===== src/shared/region_select_defines.svh =====
`ifndef REGION_SELECT_DEFINES_SVH
`define REGION_SELECT_DEFINES_SVH

// Register indices; some are not word aligned.
`define UPPER_CTRL_INDEX  12'h0a0
`define LOWER_CTRL_INDEX  12'h0a2
`define STATUS_INDEX      12'h0a4
`define STRAP_INDEX       12'h0a8

// Byte addresses on the register bus: one aligned word per index.
`define UPPER_CTRL_ADDR   12'h280
`define LOWER_CTRL_ADDR   12'h288
`define STATUS_ADDR       12'h290
`define STRAP_ADDR        12'h2a0

// Control register fields.
`define BOUND_HI          14
`define BOUND_LO          12
`define DRIVE_DIS_BIT     7
`define PSRAM_EN_BIT      6
`define READY_MODE_BIT    2
`define WAIT_HI           1
`define WAIT_LO           0

// Reset value of the upper control register.
`define UPPER_CTRL_RESET  16'hf03b
`define LOWER_CTRL_RESET  16'h0000

`endif


===== src/shared/region_select_pkg.sv =====
package region_select_pkg;

  // Bus cycle sequencer states, Gray coded from ST_IDLE to ST_DATA; the return to ST_IDLE flips all three bits.
  typedef enum logic [2:0] {
    ST_IDLE  = 3'b000,
    ST_ADDR  = 3'b001,
    ST_WAIT  = 3'b011,
    ST_READY = 3'b010,
    ST_TAIL  = 3'b110,
    ST_DATA  = 3'b111
  } cycle_state_e;

  typedef logic [19:0] mem_addr_t;
  typedef logic [1:0]  wait_count_t;

endpackage : region_select_pkg


===== src/verilog/region_select.sv =====
// Our own choice: the APB slave port.
`timescale 1ns/1ps
`include "region_select_defines.svh"

// Summary of operation
// Upper select active at reset, 64K top.
// Upper region always ends at top.
// Bound field picks upper region start.
// Upper control register resets to f03b.
// Drive-disable bit floats bus address phase.
// Upper drive-disable clears at reset.
// Upper address outputs still drive data phase.
// Strap low forces address drive always.
// Strap high lets drive-disable bits govern.
// Ready mode bit selects external ready.
// Wait field inserts zero to three waits.
// Upper ready mode 0, waits 3 reset.
// Lower select enabled by first write.
// Lower control register reset value arbitrary.
// Bound field picks lower region end.
// Lower psram enable bit stored, exported.
// Software configures refresh before psram enable.
// Software writes reserved upper bits correctly.
// Lower region always starts at zero.
// Ready sampled first wait; remaining waits follow.
// Selects assert with demuxed address timing.
// Ready may come from either input.
// Selects only on memory cycles in range.
// Writes apply to cycles starting later.
module region_select
  import region_select_pkg::*;
(
  // Clock and reset.
  input  wire logic        clk_i,
  input  wire logic        rst_b_i,
  // APB slave.
  input  wire logic        psel,
  input  wire logic        penable,
  input  wire logic        pwrite,
  input  wire logic [11:0] paddr,
  input  wire logic [31:0] pwdata,
  output logic      [31:0] prdata,
  output logic             pready,
  output logic             pslverr,
  // Processor bus cycle request.
  input  wire logic        cycle_start_i,
  input  wire logic        cycle_is_mem_i,
  input  wire mem_addr_t   nonmuxed_addr_bus_i,
  input  wire logic        async_ready_in_i,
  input  wire logic        sync_ready_in_i,
  input  wire logic        address_enable_strap_i,
  // Outputs to memories and bus drivers.
  output logic             upper_region_select_b_o,
  output logic             lower_region_select_b_o,
  output logic             muxed_addr_drive_o,
  output logic             upper_addr_drive_o,
  output logic             cycle_done_o,
  output logic             psram_mode_o
);

  logic [15:0]  upper_region_select_ctrl_reg;
  logic [15:0]  lower_region_select_ctrl_reg;
  logic         lower_enabled_reg;
  logic         strap_high_reg;
  logic         strap_taken_reg;
  cycle_state_e state_reg;
  wait_count_t  wait_left_reg;
  logic         need_ready_reg;
  logic         disable_reg;
  logic [15:0]  upper_snap_reg;
  logic [15:0]  lower_snap_reg;
  logic         upper_hit;
  logic         lower_hit;
  logic         ready_any;
  logic         apb_write;
  logic         apb_setup;
  logic         upper_ctrl_wr;
  logic         lower_ctrl_wr;
  logic [31:0]  prdata_next;
  logic         addr_ok;
  logic [1:0]   region_hit;
  logic [1:0]   region_sel_next;

  assign ready_any  = async_ready_in_i | sync_ready_in_i;
  assign apb_write  = psel && penable && pwrite;
  assign apb_setup  = psel && !penable;
  assign region_hit = {upper_hit, lower_hit};

  // Write strobes; a write lands at the edge that ends the access phase.
  assign upper_ctrl_wr = apb_write && (paddr == `UPPER_CTRL_ADDR);
  assign lower_ctrl_wr = apb_write && (paddr == `LOWER_CTRL_ADDR);

  // Decode sees the settings of the edge that starts the cycle, as the snapshot does.
  // A start that arrives while a cycle runs is ignored and leaves the hits alone.
  region_decode region_decode_i (
    .clk_i               (clk_i),
    .rst_b_i             (rst_b_i),
    .addr_i              (nonmuxed_addr_bus_i),
    .mem_cycle_i         (cycle_start_i && cycle_is_mem_i && state_reg == ST_IDLE),
    .lower_bound_field_i (upper_region_select_ctrl_reg[`BOUND_HI:`BOUND_LO]),
    .upper_bound_field_i (lower_region_select_ctrl_reg[`BOUND_HI:`BOUND_LO]),
    .lower_enabled_i     (lower_enabled_reg),
    .upper_hit_o         (upper_hit),
    .lower_hit_o         (lower_hit)
  );

  // Upper control register with its documented reset value.
  always_ff @(posedge clk_i or negedge rst_b_i) begin
    if (!rst_b_i) begin
      upper_region_select_ctrl_reg <= `UPPER_CTRL_RESET;
    end else if (upper_ctrl_wr) begin
      upper_region_select_ctrl_reg <= pwdata[15:0];
    end
  end

  // Lower control register; its reset value carries no meaning.
  always_ff @(posedge clk_i or negedge rst_b_i) begin
    if (!rst_b_i) begin
      lower_region_select_ctrl_reg <= `LOWER_CTRL_RESET;
    end else if (lower_ctrl_wr) begin
      lower_region_select_ctrl_reg <= pwdata[15:0];
    end
  end

  // Any write to the lower control register enables the lower select.
  always_ff @(posedge clk_i or negedge rst_b_i) begin
    if (!rst_b_i) begin
      lower_enabled_reg <= 1'b0;
    end else if (lower_ctrl_wr) begin
      lower_enabled_reg <= 1'b1;
    end
  end

  // Strap is caught on the first clock after reset release.
  always_ff @(posedge clk_i or negedge rst_b_i) begin
    if (!rst_b_i) begin
      strap_taken_reg <= 1'b0;
      strap_high_reg  <= 1'b0;
    end else if (!strap_taken_reg) begin
      strap_taken_reg <= 1'b1;
      strap_high_reg  <= address_enable_strap_i;
    end
  end

  // APB answers in the access phase with zero waits.
  always_comb begin
    addr_ok = 1'b1;
    case (paddr)
      `UPPER_CTRL_ADDR: prdata_next = {16'h0000, upper_region_select_ctrl_reg};
      `LOWER_CTRL_ADDR: prdata_next = {16'h0000, lower_region_select_ctrl_reg};
      `STATUS_ADDR:     prdata_next = {26'h0000000, state_reg, lower_enabled_reg,
                                       upper_hit, lower_hit};
      `STRAP_ADDR:      prdata_next = {31'h00000000, strap_high_reg};
      default: begin
        prdata_next = 32'h00000000;
        addr_ok     = 1'b0;
      end
    endcase
  end

  // Registered read data and error flag, valid when pready is high.
  // Read data is zero outside that cycle so stale values never linger.
  always_ff @(posedge clk_i or negedge rst_b_i) begin
    if (!rst_b_i) begin
      prdata  <= 32'h00000000;
      pready  <= 1'b0;
      pslverr <= 1'b0;
    end else begin
      pready  <= apb_setup;
      pslverr <= apb_setup && !addr_ok;
      prdata  <= (apb_setup && !pwrite) ? prdata_next : 32'h00000000;
    end
  end

  // Settings are snapped at cycle start so writes apply to later cycles.
  always_ff @(posedge clk_i or negedge rst_b_i) begin
    if (!rst_b_i) begin
      upper_snap_reg <= `UPPER_CTRL_RESET;
      lower_snap_reg <= `LOWER_CTRL_RESET;
    end else if (state_reg == ST_IDLE && cycle_start_i) begin
      upper_snap_reg <= upper_region_select_ctrl_reg;
      lower_snap_reg <= lower_region_select_ctrl_reg;
    end
  end

  // Bus cycle sequencer: address, waits, ready hold, tail wait, data.
  // Ready is looked at only in the first wait; a late ready is followed by
  // the remaining programmed waits before the data cycle.
  always_ff @(posedge clk_i or negedge rst_b_i) begin
    if (!rst_b_i) begin
      state_reg      <= ST_IDLE;
      wait_left_reg  <= 2'h0;
      need_ready_reg <= 1'b0;
    end else begin
      case (state_reg)
        ST_IDLE: if (cycle_start_i) begin
          state_reg <= ST_ADDR;
        end
        ST_ADDR: begin
          if (upper_hit) begin
            wait_left_reg  <= upper_snap_reg[`WAIT_HI:`WAIT_LO];
            need_ready_reg <= !upper_snap_reg[`READY_MODE_BIT];
          end else if (lower_hit) begin
            wait_left_reg  <= lower_snap_reg[`WAIT_HI:`WAIT_LO];
            need_ready_reg <= !lower_snap_reg[`READY_MODE_BIT];
          end else begin
            wait_left_reg  <= 2'h0;
            need_ready_reg <= 1'b0;
          end
          state_reg <= ST_WAIT;
        end
        ST_WAIT: begin
          if (wait_left_reg == 2'h0) begin
            state_reg <= ST_DATA;
          end else if (need_ready_reg && !ready_any) begin
            state_reg <= ST_READY;
          end else begin
            wait_left_reg <= wait_left_reg - 2'h1;
          end
          if (wait_left_reg != 2'h0) begin
            need_ready_reg <= 1'b0;
          end
        end
        ST_READY: if (ready_any) begin
          wait_left_reg <= wait_left_reg - 2'h1;
          state_reg     <= ST_TAIL;
        end
        ST_TAIL: state_reg <= (wait_left_reg == 2'h0) ? ST_DATA : ST_TAIL;
        ST_DATA: state_reg <= ST_IDLE;
        default: state_reg <= ST_IDLE;
      endcase
      if (state_reg == ST_TAIL && wait_left_reg != 2'h0) begin
        wait_left_reg <= wait_left_reg - 2'h1;
      end
    end
  end

  // Address-phase float decision from the hit region and strap.
  // With the strap caught low the bus is always driven, whatever the
  // drive-disable bits say.
  always_comb begin
    disable_reg = strap_high_reg &&
                  ((upper_hit && upper_snap_reg[`DRIVE_DIS_BIT]) ||
                   (lower_hit && lower_snap_reg[`DRIVE_DIS_BIT]));
  end

  // Each select is held from its decode edge until the data cycle is over.
  // Bit 1 is the upper region, bit 0 the lower one.
  generate
    for (genvar g = 0; g < 2; g++) begin : g_region
      logic live_reg;

      // Remembers whether this region was hit in the address cycle.
      always_ff @(posedge clk_i or negedge rst_b_i) begin
        if (!rst_b_i) begin
          live_reg <= 1'b0;
        end else if (state_reg == ST_ADDR) begin
          live_reg <= region_hit[g];
        end else if (state_reg == ST_DATA) begin
          live_reg <= 1'b0;
        end
      end

      // Asserted from the address cycle through the data cycle.
      assign region_sel_next[g] = (region_hit[g] && state_reg == ST_ADDR) ||
                                  (live_reg && state_reg != ST_IDLE);
    end
  endgenerate

  // Registered select pins, active low, following the demuxed address decode.
  always_ff @(posedge clk_i or negedge rst_b_i) begin
    if (!rst_b_i) begin
      upper_region_select_b_o <= 1'b1;
      lower_region_select_b_o <= 1'b1;
    end else begin
      upper_region_select_b_o <= !region_sel_next[1];
      lower_region_select_b_o <= !region_sel_next[0];
    end
  end

  // Bus drive enables; the muxed bus is driven only in the address phase, unless drive-disable floats it there.
  always_ff @(posedge clk_i or negedge rst_b_i) begin
    if (!rst_b_i) begin
      muxed_addr_drive_o <= 1'b0;
      upper_addr_drive_o <= 1'b0;
    end else begin
      muxed_addr_drive_o <= (state_reg == ST_ADDR) && !disable_reg;
      upper_addr_drive_o <= (state_reg == ST_ADDR && !disable_reg) ||
                            (state_reg != ST_IDLE && state_reg != ST_ADDR);
    end
  end

  // Cycle end pulse and the pseudo-static mode flag of the lower region.
  always_ff @(posedge clk_i or negedge rst_b_i) begin
    if (!rst_b_i) begin
      cycle_done_o <= 1'b0;
      psram_mode_o <= 1'b0;
    end else begin
      cycle_done_o <= (state_reg == ST_DATA);
      psram_mode_o <= lower_enabled_reg &&
                      lower_region_select_ctrl_reg[`PSRAM_EN_BIT];
    end
  end

endmodule : region_select


===== src/verilog/region_decode.sv =====
`timescale 1ns/1ps
`include "region_select_defines.svh"

// Registered decode of one address against both regions.
module region_decode
  import region_select_pkg::*;
(
  // Clock and reset.
  input  wire logic      clk_i,
  input  wire logic      rst_b_i,
  // Address and region settings.
  input  wire mem_addr_t addr_i,
  input  wire logic      mem_cycle_i,
  input  wire logic [2:0] lower_bound_field_i,
  input  wire logic [2:0] upper_bound_field_i,
  input  wire logic      lower_enabled_i,
  // Registered hits.
  output logic           upper_hit_o,
  output logic           lower_hit_o
);

  logic [3:0] top_nibble;
  logic       upper_hit_next;
  logic       lower_hit_next;

  // The upper region ends at the top; the lower one starts at zero.
  always_comb begin
    top_nibble     = addr_i[19:16];
    upper_hit_next = mem_cycle_i && top_nibble[3] &&
                     ((top_nibble[2:0] & lower_bound_field_i) == lower_bound_field_i);
    lower_hit_next = mem_cycle_i && lower_enabled_i && !top_nibble[3] &&
                     ((top_nibble[2:0] & ~upper_bound_field_i) == 3'h0);
  end

  // Hits are held in flip-flops.
  always_ff @(posedge clk_i or negedge rst_b_i) begin
    if (!rst_b_i) begin
      upper_hit_o <= 1'b0;
      lower_hit_o <= 1'b0;
    end else begin
      upper_hit_o <= upper_hit_next;
      lower_hit_o <= lower_hit_next;
    end
  end

endmodule : region_decode


===== config.mk =====
export PLATFORM = sky130hd
export DESIGN_NAME = region_select
export DESIGN_NICKNAME = d
export VERILOG_FILES = /design/src/shared/region_select_pkg.sv /design/src/verilog/region_select.sv /design/src/verilog/region_decode.sv
export VERILOG_INCLUDE_DIRS = /design/src /design/src/shared
export SDC_FILE = /design/constraint.sdc
export NUM_CORES = 1
export LEC_CHECK = 0
export ABC_CLOCK_PERIOD_IN_PS = 2100
export BUFFER_PORTS_ARGS = -buffer_cell sky130_fd_sc_hd__buf_2
export CAP_MARGIN = 20
export CORE_MARGIN = 2
export CORE_UTILIZATION = 32
export CTS_CLUSTER_SIZE = 10
export DETAILED_ROUTE_END_ITERATION = 6
export PLACE_DENSITY_LB_ADDON = 0.15
export SYNTH_ARGS = -nofsm -noshare
export SYNTH_HDL_FRONTEND = slang
export SYNTH_SLANG_ARGS = --single-unit

===== constraint.sdc =====
create_clock -name clk_i -period 2.1 [get_ports clk_i]
set_input_delay 0.21 -clock clk_i [delete_from_list [all_inputs] [get_ports clk_i]]
set_output_delay 0.21 -clock clk_i [all_outputs]
set_load 0.03 [all_outputs]

==> metrics list <==
* Die height: 108.6 um
* Max Buffers Root-to-Sink: 2
- Final antenna-violating net count: 0
* Number of enable-type register cells in the synthesized netlist: 0
- Dividing the detail-routed wire length by the instance count gives 14.93 um.
* Post-Place Setup Slack: 141.9 ps
* Largest incremental delay on the critical path: 520 ps
* Initial antenna violation count: 0
- For this run, the number of Yosys warnings is 0.
* GR Util All Layers: 13.59%
- Number of buffers added for setup after CTS: 0
* Setup violators final: 0
- 0 antenna diodes ended up in the layout.
* Syn-to-layout area delta: 19.59%
- Cell count after synthesis: 280
- WL met2: 3447 um
* Power per standard cell area: 849.6 nW/um2
* Layout cells sized above 1: 45.00%
- Max-cap violations in this run came to 0.
- Met3 layer wire length in the routed design: 391 um
- Core area: 10750 um2
* Most instantiated library cell after synthesis: sky130_fd_sc_hd__dfrtp_1
- Across the VDD grid, the largest voltage drop is 0.0003110 V.
- Ratio of routed vias to standard cells: 4.666
* Placed wire-length estimate after detailed placement: 5140 um
- Counting I/O delays and the setup requirement, the final critical path takes 1837 ps.
- Maximum number of pins on one net before global-route repair: 48
* Sort of element at the end of the critical path: register
* Io pins: 114
* Top cells by count, synth: sky130_fd_sc_hd__dfrtp_1 (64), sky130_fd_sc_hd__mux2_2 (38), sky130_fd_sc_hd__nor2_1 (23)
- Number of design rule violations left after detail routing: 0
- After synthesis, the mean cell area works out to 12.50 um2.
- The flow ran to the end, and the final reports show no timing, DRC or antenna violations.
- Static power due to leakage: 1.987 nW
* Hold Crit Class: in2reg
- In the final routing, the length of wire on met1 measures 3537 um.
- Launching element type of the critical path: register
* Sequential cell area fraction in the yosys report: 55.52%
- Final Hold Vio Count: 0
* Via Count: 2333
- Input and output buffers added on the ports amount to 65.
* Width of the chip: 108.6 um
- Upper clock frequency limit: 544.3 MHz
- The worst register-to-register path has a depth of 4.
- Unrepaired setup endpoints after global routing: false
* Worst-skew pair later-pin latency: 350 ps
- Number of stages on the worst setup path: 4
* Final period utilization: 87.49%
* Slew Viols, Final: 0
- Worst-case setup margin in the final layout: 262.7 ps
- The net count of the finished layout is 430.
- Multi-input logic area: 1376 um2
* Global-route congestion overflow total: 0
- Slowest CP cell: sky130_fd_sc_hd__dfrtp_1
- Cell type contributing the most total cell area after synthesis: sky130_fd_sc_hd__dfrtp_1
* Area occupied by registers: 1943 um2
- Clock tree synthesis found a total of 77 sinks.
* Number of placement rows: 38
- The number of buffers and inverters on the critical path is 0.
- Post-CTS Hold Buffers: 1
* Setup TNS Final: 0 ps
* H-tree levels: 3
- Critical path's top delay family: simple AND/OR/NAND/NOR gates
- Routability-driven placement finished with a final weighted congestion of 0.7870.
- Routed Wire Length: 7466 um
- Async SR Flop Fraction: 100.0%
* Most used DFF post-synth: sky130_fd_sc_hd__dfrtp_1
- The via count of the first global-routing pass came to 2300.
* Cell Area, Synth: 3500 um2
- Post-cts repair resize count: 0
- Number of optimization iterations in the first detailed-route pass: 6
- TritonCTS built the clock tree.
- Counting flops and latches in the post-synthesis netlist gives 77.
- After synthesis, the cell types taking the most area are sky130_fd_sc_hd__dfrtp_1 (46%), sky130_fd_sc_hd__mux2_2 (12%), sky130_fd_sc_hd__dfstp_2 (9.8%), sky130_fd_sc_hd__mux2_4 (3.9%), sky130_fd_sc_hd__a22oi_1 (3.6%).
* Highest routing layer actually used: met4
- TritonCTS created 9 clock buffers.
- The root buffer cell chosen for the clock tree is sky130_fd_sc_hd__clkbuf_8.
- The critical path is of the reg2reg type.
- After clock tree synthesis, the clock-pin slew on the worst setup and hold paths is 90 ps.
* Synth unique cells: 44
- Maximum clock skew at final layout: 10.03 ps
- Detailed Route Iter0 Violations: 82
* Count of filler cells inserted in the layout: 1081
- The signal on the critical path passes through nor3_1 -> and2_1 -> nand2_1 -> a2111oi_0.
- Data arrival time at the worst-slack endpoint: 2030 ps
- Counting instances, the worst hold path has a depth of 2.
- Initial cell density of the core: 32.57%
* Endpoint required time on the critical path: 2300 ps
* Fraction of synthesized cell area taken by the top area cell type: 45.76%
- In this run the worst path has a maximum fanout of 10.
- The die covers 11790 um2.
- First-pass GRT wire length: 12110 um
-- metal layers --
metal	track usage (%)	up-vias
met2	20.76	70
met3	3.918	10
met5	0	-
li1	-	1107
met4	4.304	0
met1	18.61	1146
-- worst reg2reg max path: cells and delay by family, from the launching register on --
family	cells	cell delay, ps
and+or+nand+nor	3	730
DFF	1	520
AOI/OAI and AO/OA	1	440
-- cells in the final DEF, fill, tap and decap left out, types with 2 or more instances in the layout --
master                       instances
sky130_fd_sc_hd__buf_12              3
sky130_fd_sc_hd__a22o_1              2
sky130_fd_sc_hd__a22oi_1            17
sky130_fd_sc_hd__nand2_1             9
sky130_fd_sc_hd__a21oi_1             4
sky130_fd_sc_hd__conb_1             17
sky130_fd_sc_hd__nor4_4              2
sky130_fd_sc_hd__mux2_2             38
sky130_fd_sc_hd__nand3_1             2
sky130_fd_sc_hd__buf_4              10
sky130_fd_sc_hd__inv_1               9
sky130_fd_sc_hd__or2_2               4
sky130_fd_sc_hd__or4_1               2
sky130_fd_sc_hd__o22ai_1             3
sky130_fd_sc_hd__o21ai_0             9
sky130_fd_sc_hd__nor2_1             23
sky130_fd_sc_hd__nor4_2              2
sky130_fd_sc_hd__clkinvlp_4          2
sky130_fd_sc_hd__dfrtp_1            64
sky130_fd_sc_hd__and2_1              3
sky130_fd_sc_hd__clkbuf_8            9
sky130_fd_sc_hd__nor3_1              4
sky130_fd_sc_hd__clkinv_2            2
sky130_fd_sc_hd__nor2b_1             4
sky130_fd_sc_hd__a222oi_1            2
sky130_fd_sc_hd__or3_1               2
sky130_fd_sc_hd__buf_2              64
sky130_fd_sc_hd__dfstp_2            13
sky130_fd_sc_hd__mux2_4              9
sky130_fd_sc_hd__a32o_1              2
sky130_fd_sc_hd__nand3b_1            2
sky130_fd_sc_hd__nand2b_1            4
-- area by class of cell --
cell class	instances	area share (%)
clock buffer	10	3.049
clock inverter	6	1.525
inverter	9	0.8072
multi-input combinational	180	32.88
sequential	77	46.43
tap	140	4.185
timing repair buffer	78	11.12
-- path summary, 6_finish.rpt --
check / slack, ps / end / from
max: 260 / region_decode_i.upper_hit_o$_DFF_PN0_ / state_reg[2]$_DFFE_PN0P_
max in group asynchronous: 1130 / upper_region_select_ctrl_reg[15]$_DFFE_PN1P_ / rst_b_i
min in group asynchronous: 330 / wait_left_reg[0]$_DFFE_PN0P_ / rst_b_i
min: 50 / pready$_DFF_PN0_ / penable
min reg2reg: 510 / strap_high_reg$_DFFE_PN0N_ / strap_taken_reg$_DFF_PN0_
max reg2reg: 260 / region_decode_i.upper_hit_o$_DFF_PN0_ / state_reg[2]$_DFFE_PN0P_
-- stage by stage --
step	power, mW	utilization, %	area [um2]	hold slack [ps]	std cells
2_1_floorplan	2.257	-	3556	-85.59	295
3_3_place_gp	2.478	37.08	3984	173.3	483
3_5_place_dp	2.476	37.08	3984	176.5	483
4_1_cts	3.605	38.95	4185	33.17	500
5_1_grt	3.759	38.95	4185	47.13	500
6_report	3.556	38.95	4185	51.63	500
-- cells by family (layout without fill, tap and decap cells) --
kind of cell,after synthesis,count (layout),synth area share [%]
other,2,17,0.2146
adders and majority gates,2,2,0.6435
DFF,77,77,55.52
muxes,48,48,16.37
buffers and inverters,38,103,6.757
AOI/OAI and AO/OA,45,45,9.117
and+or+nand+nor,68,68,11.37
-- power by group --
group	internal, mW	total, mW	switching [mW]
Clock	0.547	1.10	0.554
Combinational	0.306	0.773	0.467
Sequential	1.58	1.68	0.100
Total	2.43	3.56	1.12
Note: power is estimated with default switching activity, not from simulation.
